`src/core/dsl_regs.vh`:
```
// constants for the serial load and clear control block
`ifndef DSL_REGS_VH
`define DSL_REGS_VH
// ---------------------------------------------------------------
// frame layout (first bit shifted in is bit 23)
// ---------------------------------------------------------------
`define DSL_FRAME_BITS     24
`define DSL_CNT_W          5
`define DSL_ADDR_HI        23
`define DSL_ADDR_LO        22
`define DSL_CH_HI          21
`define DSL_CH_LO          20
`define DSL_CMD_HI         19
`define DSL_CMD_LO         18
`define DSL_DATA_HI        15
`define DSL_DATA_LO        0
// ---------------------------------------------------------------
// commands
// ---------------------------------------------------------------
`define DSL_CMD_WR_DATA    2'h0
`define DSL_CMD_WR_CLRCODE 2'h1
`define DSL_CMD_WR_CLREN   2'h2
`define DSL_CMD_READBACK   2'h3
// ---------------------------------------------------------------
// sizes and reset values
// ---------------------------------------------------------------
`define DSL_NUM_CH         4
`define DSL_DATA_W         16
`define DSL_FIFO_DEPTH     16
`define DSL_FIFO_AW        4
`define DSL_DATA_RST       16'h0000
`define DSL_CLRCODE_RST    16'h0000
`endif

```
`src/core/dsl_fifo.v`:
```
// synchronous fifo carrying received frames to the apply logic
`default_nettype none
module dsl_fifo #(
   parameter W  = 24,
   parameter D  = 16,
   parameter AW = 4
) (
   input  wire         core_clk_in,
   input  wire         rst_n_in,
   input  wire         wr_valid_in,
   output wire         wr_ready_out,
   input  wire [W-1:0] wr_data_in,
   output wire         rd_valid_out,
   input  wire         rd_ready_in,
   output wire [W-1:0] rd_data_out
);
   // ---------------------------------------------------------------
   // storage and pointers
   // ---------------------------------------------------------------
   reg [W-1:0] mem_q [0:D-1];   // word storage
   reg [AW-1:0] wp_q;           // write pointer
   reg [AW-1:0] rp_q;           // read pointer
   reg [AW:0]   cnt_q;          // fill level, one bit wider for full
   wire         push;
   wire         pop;

   assign wr_ready_out = (cnt_q != D[AW:0]);
   assign rd_valid_out = (cnt_q != {(AW+1){1'b0}});
   assign rd_data_out  = mem_q[rp_q];
   assign push         = wr_valid_in & wr_ready_out;
   assign pop          = rd_valid_out & rd_ready_in;

   // memory write, no reset needed on data
   always @(posedge core_clk_in) begin
      if (push) begin
         mem_q[wp_q] <= wr_data_in;
      end
   end

   // pointers and level; simultaneous push and pop keep the level
   always @(posedge core_clk_in) begin
      if (!rst_n_in) begin
         wp_q  <= {AW{1'b0}};
         rp_q  <= {AW{1'b0}};
         cnt_q <= {(AW+1){1'b0}};
      end else begin
         if (push) begin
            wp_q <= wp_q + 1'b1;
         end
         if (pop) begin
            rp_q <= rp_q + 1'b1;
         end
         if (push & ~pop) begin
            cnt_q <= cnt_q + 1'b1;
         end else if (pop & ~push) begin
            cnt_q <= cnt_q - 1'b1;
         end
      end
   end
endmodule // dsl_fifo
`default_nettype wire

```
`src/core/dsl_ctrl.v`:
```
// serial load and clear control for a four channel output converter
//
// What this block does
// - frame select low gates input bits
// - data sampled on shift clock falling edge
// - readback shifts register out on serial output
// - board select pins decode device address
// - strobe low: output updates at frame end
// - strobe high: input only, output deferred
// - strobe falling edge updates all pending together
// - clear rising edge forces clear code
// - only clear enabled channels are cleared
// - clear high blocks all output writes
// - active low reset restores power-on state
`include "dsl_regs.vh"
`default_nettype none
module dsl_ctrl (
   input  wire          core_clk_in,
   input  wire          rst_n_in,
   input  wire          frame_sel_n_in,
   input  wire          shift_clk_in,
   input  wire          serial_in_line_in,
   output wire          serial_out_line_out,
   output reg           serial_out_oe_out,
   input  wire          output_load_strobe_n_in,
   input  wire          clear_in,
   input  wire          board_select_bit0_in,
   input  wire          board_select_bit1_in,
   output wire [63:0]   ch_out_out,
   output reg           frame_drop_out
);
   // ---------------------------------------------------------------
   // pin synchronisers
   // ---------------------------------------------------------------
   reg [1:0] sync_a_q;          // frame select, two stages
   reg [1:0] sclk_a_q;          // shift clock, two stages
   reg [1:0] serial_in_line_a_q;          // serial data, two stages
   reg [1:0] output_load_strobe_n_a_q;          // load strobe, two stages
   reg [1:0] clr_a_q;           // clear, two stages
   reg [1:0] bs0_a_q;           // board select bit 0
   reg [1:0] bs1_a_q;           // board select bit 1
   reg       sync_p_q;          // previous synced frame select
   reg       sclk_p_q;          // previous synced shift clock
   reg       output_load_strobe_n_p_q;          // previous synced strobe
   reg       clr_p_q;           // previous synced clear

   // second stage of each chain is the only reader of the first
   always @(posedge core_clk_in) begin
      if (!rst_n_in) begin
         sync_a_q <= 2'h3;
         sclk_a_q <= 2'h3;
         serial_in_line_a_q <= 2'h0;
         output_load_strobe_n_a_q <= 2'h3;
         clr_a_q  <= 2'h0;
         bs0_a_q  <= 2'h0;
         bs1_a_q  <= 2'h0;
         sync_p_q <= 1'b1;
         sclk_p_q <= 1'b1;
         output_load_strobe_n_p_q <= 1'b1;
         clr_p_q  <= 1'b0;
      end else begin
         sync_a_q <= {sync_a_q[0], frame_sel_n_in};
         sclk_a_q <= {sclk_a_q[0], shift_clk_in};
         serial_in_line_a_q <= {serial_in_line_a_q[0], serial_in_line_in};
         output_load_strobe_n_a_q <= {output_load_strobe_n_a_q[0], output_load_strobe_n_in};
         clr_a_q  <= {clr_a_q[0], clear_in};
         bs0_a_q  <= {bs0_a_q[0], board_select_bit0_in};
         bs1_a_q  <= {bs1_a_q[0], board_select_bit1_in};
         sync_p_q <= sync_a_q[1];
         sclk_p_q <= sclk_a_q[1];
         output_load_strobe_n_p_q <= output_load_strobe_n_a_q[1];
         clr_p_q  <= clr_a_q[1];
      end
   end

   wire sync_s    = sync_a_q[1];            // synced frame select
   wire frame_on  = ~sync_s;                // frame in progress
   wire sclk_fall = sclk_p_q & ~sclk_a_q[1];
   wire sclk_rise = ~sclk_p_q & sclk_a_q[1];
   wire frame_end = ~sync_p_q & sync_s;     // frame select rising
   wire output_load_strobe_n_s    = output_load_strobe_n_a_q[1];            // synced strobe level
   wire output_load_strobe_n_fall = output_load_strobe_n_p_q & ~output_load_strobe_n_s;
   wire clr_s     = clr_a_q[1];             // synced clear level
   wire clr_rise  = ~clr_p_q & clr_s;
   wire [1:0] my_addr = {bs1_a_q[1], bs0_a_q[1]};

   // ---------------------------------------------------------------
   // input shift register
   // ---------------------------------------------------------------
   reg [23:0]            shin_q;   // bits received this frame
   reg [`DSL_CNT_W-1:0]  bitc_q;   // bits counted, saturates
   wire                  fifo_rdy;
   // count widened on purpose to meet the 32 bit frame length constant
   wire                  push_ok = frame_end &&
                                   ({{(32-`DSL_CNT_W){1'b0}}, bitc_q} == `DSL_FRAME_BITS);

   // one bit per falling shift clock edge; counts are only
   // trustworthy while the shift clock is slower than half the core
   // clock, so faster hosts lose bits here
   always @(posedge core_clk_in) begin
      if (!rst_n_in) begin
         shin_q <= 24'h000000;
         bitc_q <= {`DSL_CNT_W{1'b0}};
      end else if (!frame_on) begin
         bitc_q <= {`DSL_CNT_W{1'b0}};
      end else if (sclk_fall) begin
         shin_q <= {shin_q[22:0], serial_in_line_a_q[1]};
         if (bitc_q != 5'h1f) begin
            bitc_q <= bitc_q + 1'b1;
         end
      end
   end

   // sticky flag when a complete frame meets a full fifo
   always @(posedge core_clk_in) begin
      if (!rst_n_in) begin
         frame_drop_out <= 1'b0;
      end else if (push_ok && !fifo_rdy) begin
         frame_drop_out <= 1'b1;
      end
   end

   // ---------------------------------------------------------------
   // frame fifo
   // ---------------------------------------------------------------
   wire        pop_valid;
   wire [23:0] w;               // word at fifo head
   // apply only between frames so readback data is stable in a frame
   wire        pop_ready = sync_s;
   wire        pop       = pop_valid & pop_ready;

   dsl_fifo #(
      .W  (`DSL_FRAME_BITS),
      .D  (`DSL_FIFO_DEPTH),
      .AW (`DSL_FIFO_AW)
   ) u_fifo (
      .core_clk_in  (core_clk_in),
      .rst_n_in     (rst_n_in),
      .wr_valid_in  (push_ok),
      .wr_ready_out (fifo_rdy),
      .wr_data_in   (shin_q),
      .rd_valid_out (pop_valid),
      .rd_ready_in  (pop_ready),
      .rd_data_out  (w)
   );

   // ---------------------------------------------------------------
   // command decode
   // ---------------------------------------------------------------
   wire [1:0]  w_cmd  = w[`DSL_CMD_HI:`DSL_CMD_LO];
   wire [1:0]  w_ch   = w[`DSL_CH_HI:`DSL_CH_LO];
   wire [15:0] w_data = w[`DSL_DATA_HI:`DSL_DATA_LO];
   wire        hit    = pop && (w[`DSL_ADDR_HI:`DSL_ADDR_LO] == my_addr);

   // ---------------------------------------------------------------
   // per channel registers
   // ---------------------------------------------------------------
   reg  [63:0] out_q;           // output registers, flat
   reg  [63:0] in_q;            // input registers, flat
   reg  [63:0] code_q;          // clear codes, flat
   reg  [3:0]  clren_q;         // clear enables
   reg  [3:0]  pend_q;          // input waits for strobe

   genvar gi;
   generate
      for (gi = 0; gi < `DSL_NUM_CH; gi = gi + 1) begin : g_ch
         wire sel   = hit && (w_ch == gi);
         wire wr_dt = sel && (w_cmd == `DSL_CMD_WR_DATA);

         // input register, clear code and enable settings
         always @(posedge core_clk_in) begin
            if (!rst_n_in) begin
               in_q[gi*16 +: 16]   <= `DSL_DATA_RST;
               code_q[gi*16 +: 16] <= `DSL_CLRCODE_RST;
               clren_q[gi]         <= 1'b0;
            end else begin
               if (wr_dt) begin
                  in_q[gi*16 +: 16] <= w_data;
               end
               if (sel && (w_cmd == `DSL_CMD_WR_CLRCODE)) begin
                  code_q[gi*16 +: 16] <= w_data;
               end
               if (sel && (w_cmd == `DSL_CMD_WR_CLREN)) begin
                  clren_q[gi] <= w_data[0];
               end
            end
         end

         // pending flag; a new deferred write wins over the transfer
         always @(posedge core_clk_in) begin
            if (!rst_n_in) begin
               pend_q[gi] <= 1'b0;
            end else if (wr_dt && output_load_strobe_n_s) begin
               pend_q[gi] <= 1'b1;
            end else if (output_load_strobe_n_fall && !clr_s) begin
               pend_q[gi] <= 1'b0;
            end
         end

         // output register; clear dominates every other update
         always @(posedge core_clk_in) begin
            if (!rst_n_in) begin
               out_q[gi*16 +: 16] <= `DSL_DATA_RST;
            end else if (clr_s) begin
               if (clr_rise && clren_q[gi]) begin
                  out_q[gi*16 +: 16] <= code_q[gi*16 +: 16];
               end
            // strobe low: frame-end update
            // a word landing with the strobe fall is newer than the
            // pending one, so it must not be lost to the transfer
            end else if (wr_dt && !output_load_strobe_n_s) begin
               out_q[gi*16 +: 16] <= w_data;
            end else if (output_load_strobe_n_fall && pend_q[gi]) begin
               out_q[gi*16 +: 16] <= in_q[gi*16 +: 16];
            end
         end
      end
   endgenerate

   assign ch_out_out = out_q;

   // ---------------------------------------------------------------
   // readback shifter
   // ---------------------------------------------------------------
   reg [15:0] sout_q;           // readback shift register

   // loaded between frames, shifted on rising shift clock so the
   // host sees a stable bit at its next falling edge
   always @(posedge core_clk_in) begin
      if (!rst_n_in) begin
         sout_q            <= 16'h0000;
         serial_out_oe_out <= 1'b0;
      end else begin
         serial_out_oe_out <= frame_on;
         if (hit && (w_cmd == `DSL_CMD_READBACK)) begin
            sout_q <= out_q[{w_ch, 4'h0} +: 16];
         end else if (frame_on && sclk_rise) begin
            sout_q <= {sout_q[14:0], 1'b0};
         end
      end
   end

   assign serial_out_line_out = sout_q[15];
endmodule // dsl_ctrl
`default_nettype wire

```
`config.mk`:
```
export PLATFORM = sky130hd
export DESIGN_NAME = dsl_ctrl
export DESIGN_NICKNAME = d
export VERILOG_FILES = /design/src/core/dsl_fifo.v /design/src/core/dsl_ctrl.v
export VERILOG_INCLUDE_DIRS = /design/src /design/src/core
export SDC_FILE = /design/constraint.sdc
export NUM_CORES = 1
export LEC_CHECK = 0
export ABC_AREA = 1
export BUFFER_PORTS_ARGS = -buffer_cell sky130_fd_sc_hd__buf_2
export CAP_MARGIN = 25
export CORE_MARGIN = 2
export CORE_UTILIZATION = 40
export CTS_CLUSTER_SIZE = 16
export DETAILED_ROUTE_END_ITERATION = 12
export PLACE_DENSITY_LB_ADDON = 0.25
export RECOVER_POWER = 100
export SKIP_LAST_GASP = 1
export SYNTH_ARGS = -nofsm -noshare
export SYNTH_HDL_FRONTEND = slang
export SYNTH_SLANG_ARGS = --single-unit
```
`constraint.sdc`:
```
create_clock -name core_clk_in -period 2.8 [get_ports core_clk_in]
set_input_delay 0.7 -clock core_clk_in [delete_from_list [all_inputs] [get_ports core_clk_in]]
set_output_delay 0.7 -clock core_clk_in [all_outputs]
set_load 0.01 [all_outputs]
```
[Word-level counts from Yosys, hierarchy flattened]
Memories as Yosys holds them, arrays and structs flattened. A register that Yosys moved wholly into a read port is not among the register bits.
Cells that the tools add are included.
Widths: inputs -> output; s select.
Storage, ports and cells
  register bits: 278
  latch bits: 0
  memory bits (writable): 384
  bits in read-only memories: 0
  input port bits: 9
  output and inout port bits: 67
  logic and storage cells: 168
  memories: 1
Operators by class
  add/subtract/negate cells: 5
  $mul: 0
  divide/modulo/power cells: 0
  $lt $le $gt $ge: 0
  equality and inequality tests: 14
  shift operators: 1
  multiplexer cells: 29
  bitwise gates (word level): 18
  reductions and logical operators: 61
Memories
  u_fifo.mem_q: words 16, width 24, rd ports 1, clocked after memory_dff 1, wr ports 1, line dsl_fifo.v:20  | reg [W-1:0] mem_q [0:D-1];
Operators with widths (number)
  $mux 16: 18
  $shiftx 64x7->16: 1
  $logic_and 1x1->1: 38
  $reduce_and 2->1: 6
  $reduce_bool 2->1: 6
  $reduce_bool 3->1: 4
  $add 5x1->5 const B: 2
  $mux 5: 2
  $ne 5x5->1 const B: 2
  $and 1x1->1: 9
  $not 1->1: 9
  $add 4x1->4 const B: 2
  $eq 2x2->1 const B: 4
  $mux 4: 2
  $ne 2x1->1 const B: 4
  $mux 1: 7
  $eq 5x5->1 const B: 1
  $reduce_bool 5->1: 1
  $sub 5x1->5 const B: 1
  $eq 2x1->1 const B: 2
  $logic_not 2->1: 2
  $logic_not 1->1: 3
  $eq 2x2->1: 1
  $reduce_or 2->1: 1

[Depth between registers and ports, before layout]
  depth after elaboration: 8
  mapped depth: 19
  depth with buffers taken out: 16

[Hierarchy]
From an unflattened synthesis, not the netlist that was laid out.
Second synthesis, totals
  cells, all modules: 3529
  area total of the unflattened synthesis: 29615.9 µm²
Modules (own cells, without submodules)
  dsl_fifo: instances 1, cells each 1687, area an instance 17309.1 µm², sequential area each 11871.4 µm²
  dsl_ctrl: instances 1, cells each 1842, area an instance 12306.8 µm², sequential area each 5305.1 µm²

[Least setup slack after synthesis]
No wires, ideal clock.
  path type: register to register
  start point: reg bitc_q[0]
  end point: mem u_fifo.mem_q[15][0], enable pin
  setup time: 401 ps
  arrival time: 2111 ps
  required time: 2399 ps
  slack: 288 ps
  cell stages (with the launch flop): 9
  buffers on the path: 0
  period minus slack after synthesis: 2512 ps
  cell sequence: dfxtp_1 inv_1 ha_1 nand4_1 nor3_1 nand2_1 inv_1 nand2_1 nor2_1
On the way
  word-level cells in the longest chain between the ends: 5
Ends and longest elaborated chain
  start, declared: line dsl_ctrl.v:91  | reg [`DSL_CNT_W-1:0] bitc_q;
  start signal, assigned: line dsl_ctrl.v:103  | bitc_q <= {`DSL_CNT_W{1'b0}};
  start signal, assigned: line dsl_ctrl.v:105  | bitc_q <= {`DSL_CNT_W{1'b0}};
  start signal, assigned: line dsl_ctrl.v:109  | bitc_q <= bitc_q + 1'b1;
  $eq 5x5->1 (no line)
  $logic_and 1x1->1: line dsl_ctrl.v:94  | wire push_ok = frame_end &&
  $and 1x1->1: line dsl_fifo.v:30  | assign push = wr_valid_in & wr_ready_out;
  named net u_fifo.push: line dsl_fifo.v:24  | wire push;
  $mux 1: line dsl_fifo.v:35  | if (push) begin
  $mux 1 (not written as such): line dsl_fifo.v:36  | mem_q[wp_q] <= wr_data_in;
  end, declared: line dsl_fifo.v:20
The timed path passes the listed nets, and every way through them passes these cells.

==> out/results.txt <==
Min-Delay Startpoint = serial_in_line_in
DP Wirelength = 53.7 mm
Clock Power Share = 48.0%
Core area = 0.0670 sq mm
Sequential area share after synthesis = 60.0%
Power per cell area = 619 mW/mm^2
Fin area = 0.0322 sq mm
Clock Skews = 26.3 ps
Synthesis-to-layout area growth = 19.2%
Post-Syn Area = 0.0270 sq mm
Largest net degree at the start of global routing = 118
Max stage delay on crit path = 440 ps
Clk_lat worst skew = 630 ps
Sink Count = 634
Hold path depth = 3
Setup TNS = 0 ps
H-tree depth = 3
Final net count = 3137
Synthesized area per cell = 9.07 sq um
Max-slew violation count = 0
Routed vias = 21.9k
Buffers on Ports = 75
Top cells by area in the synthesized netlist = edfxtp_1, dfxtp_1, nand2_1
Syn Nets = 3002
Combinational Power Share = 2.4%
Post-Synthesis Cells = 2980
DR vias/cell = 5.40
WP depth = 13
Rows = 95
RSZ-0062 raised after global routing = true
Slowest-stage cell, CP = dfxtp_4
Ys async rst share = 0%
Clk root buf = clkbuf_16
Global-route wire length before repair = 129 mm
Die W = 264 um
Sw Share = 21.8%
Status = completed
Startpoint Class = flop
CTS buffer count = 71
Placed Cells = 3899
Die H = 264 um
RePlAce Congestion = 0.942
CP Capture Type = flop
Congestion Overflow GR = 0
Unique masters post-synth = 40
Reg-to-Reg End = ch_out_out[35]$_SDFFE_PN0P_
Buf/Inv on CP = 4
Layout cells sized above 1 = 14.7%
Vias in the first global route = 20.6k
Int Pwr = 0.0156 W
Power Total = 0.0199 W
Worst-path fanout max = 54
GR Util All Layers = 24.3%
Finished Layout Cells = 4047
Reg power frac = 49.5%
Worst-path clk slew = 60 ps
Worst setup path category = reg -> reg
Max cap viols = 0
Synth top area share = 39.1%
Most area-hungry cell type in the Yosys netlist = edfxtp_1
Worst relative slew slack = 23.9%
Critical Path AT = 3200 ps
DRT antenna net count = 0
Final number of hold-violating endpoints = 0
Most frequent cell after synthesis = nand2_1
Seq cells post-synth = 634
Routed WL = 86.2 mm
Maximum vdd ir drop = 0.382 mV
Hold worst-path end = serial_in_line_a_q[0]$_SDFF_PN0_
DRT Pass-1 Iters = 5
R2R setup slack = 110 ps
Hold Path Class = in -> reg
ANT cells = 0
Final setup viols = 0
Die area = 0.0697 sq mm
Starting Density = 40.3%
Min cycle time layout = 2690 ps
Number of DRC markers in iteration 0 = 2207
CP most frequent cell = nor2_1
DR WL/cell = 21.3 um
Worst Max-Slew Pin Slew = 1140 ps
Cell Area, Placed = 0.0294 sq mm
Reg2Reg Depth = 13
CP Data Required Time = 3310 ps
DRC errors left = 0
EDFF count, synth = 352
Sw Pwr = 0.00434 W
Crit share post-route = 96.2%
Crit path max-delay family = buffers and inverters
Most used DFF post-synth = edfxtp_1
Initial antenna violation count = 1
Post-synth top cells = nand2_1, nor2_1, edfxtp_1
Clk buf depth = 3
Cell Chain, Critical Path = inv_8, buf_12, o21ai_0, o22ai_1, o211ai_1, nand2_1, inv_1, buf_12, nand4_1, nand2_1, nor2_1, nor2_1, nor2_1
CTS tree = yes
# IOs = 76
Static leakage = 12.0 nW
Achievable Freq = 0.371 GHz
Ys Warns = 0
## placed cells by master (no fill, tap or decap), types with 14 or more instances in the layout
master and n:
nand2_1 585, buf_4 130, a21oi_1 173, dfxtp_1 277, clkinv_2 15, o21ai_1 42
inv_1 241, nor2_2 23, nand4_1 66, nor2_1 380, o22ai_1 26, buf_12 40
o211ai_1 27, edfxtp_1 352, buf_2 74, nand3_1 202, o21ai_0 236, a31oi_1 16
clkbuf_1 14, o221ai_1 48, clkbuf_16 76
## cell families (layout without fill, tap and decap cells)
| group | count (synthesis) | count (layout) | share of synthesized area (%) |
|---|---|---|---|
| xor+xnor | 2 | 2 | 0.0648 |
| buf+inv | 446 | 640 | 6.77 |
| fa+ha+maj | 13 | 13 | 0.630 |
| flops | 634 | 634 | 60.0 |
| compound gates | 573 | 573 | 11.8 |
| simple gates | 1312 | 1312 | 20.8 |
## how the worst max path moves through the flow
stage,start,end
3_3_place_gp,flop,sout_q[10]$_SDFFE_PN0P_
3_5_place_dp,flop,sout_q[13]$_SDFFE_PN0P_
4_1_cts,bitc_q[0]$_SDFFE_PP0P_,u_fifo.cnt_q[4]$_SDFFE_PN0P_
2_1_floorplan,bitc_q[0]$_SDFFE_PP0P_,u_fifo.mem_q[15][0]$_DFFE_PP_
6_report,flop,ch_out_out[35]$_SDFFE_PN0P_
5_1_grt,flop,ch_out_out[42]$_SDFFE_PN0P_
## worst register-to-register path, cell delays in order (launching register included)
cell	delay [ps]
dfxtp_4	440
inv_8	110
buf_12	210
o21ai_0	220
o22ai_1	90
o211ai_1	200
nand2_1	200
inv_1	410
buf_12	170
nand4_1	100
nand2_1	100
nor2_1	50
nor2_1	210
nor2_1	60
## final cells by class
type                            instances  area, sq um
Clock buffer                           99         2020
Timing Repair Buffer                  256         2320
Inverter                              252          960
Multi-Input combinational cell       1900         9210
Fill cell                            6202        34800
Tap cell                              873         1090
Clock inverter                         33          382
Sequential cell                       634        16200
## power groups by stage
stage,registers (W),logic [W],clock network [W]
after floorplan,0.0101,0.000283,0
after global placement,0.0101,0.000469,0
after detailed placement,0.0101,0.000470,0
after CTS,0.00987,0.000473,0.00970
after global routing,0.00988,0.000536,0.0101
final,0.00987,0.000485,0.00958
## metal layers
| metal | global-route usage (%) | wire (um) | vias to the layer above |
|---|---|---|---|
| li1 | - | - | 10354 |
| met1 | 33.4 | 37400 | 10506 |
| met2 | 38.7 | 39600 | 835 |
| met3 | 3.95 | 5920 | 169 |
| met4 | 9.00 | 3240 | 0 |
| met5 | 0 | 0 | - |
## through the flow
stage | hold WS (ps) | util (%) | setup WS, ps
floorplan | 390 | - | 288
global placement | 401 | 43.9 | -59.7
detailed placement | 400 | 43.9 | -118
CTS | 239 | 47.5 | 30.2
global route | 257 | 48.1 | -46.9
finish | 270 | 48.1 | 108
## what timing repair did
| action | CTS | global route |
|---|---|---|
| pin swaps | 1 | 20 |
| buffers inserted | 0 | 13 |
| hold buffers | 0 | 0 |
| gates cloned | 0 | 3 |
| endpoints found under the hold margin | 0 | 0 |
| setup endpoints to repair | 39 | 141 |
| gates resized for setup | 7 | 45 |
## registers in the layout, indices dropped and copies added, names as in the netlist, 5 cells and up, named ones only
signal,count
ch_out_out,64
shin_q,24
bitc_q,5
u_fifo.mem_q,352
u_fifo.cnt_q,5
in_q,64
sout_q,16
code_q,64
No activity file was read; power rests on OpenSTA's default activity.
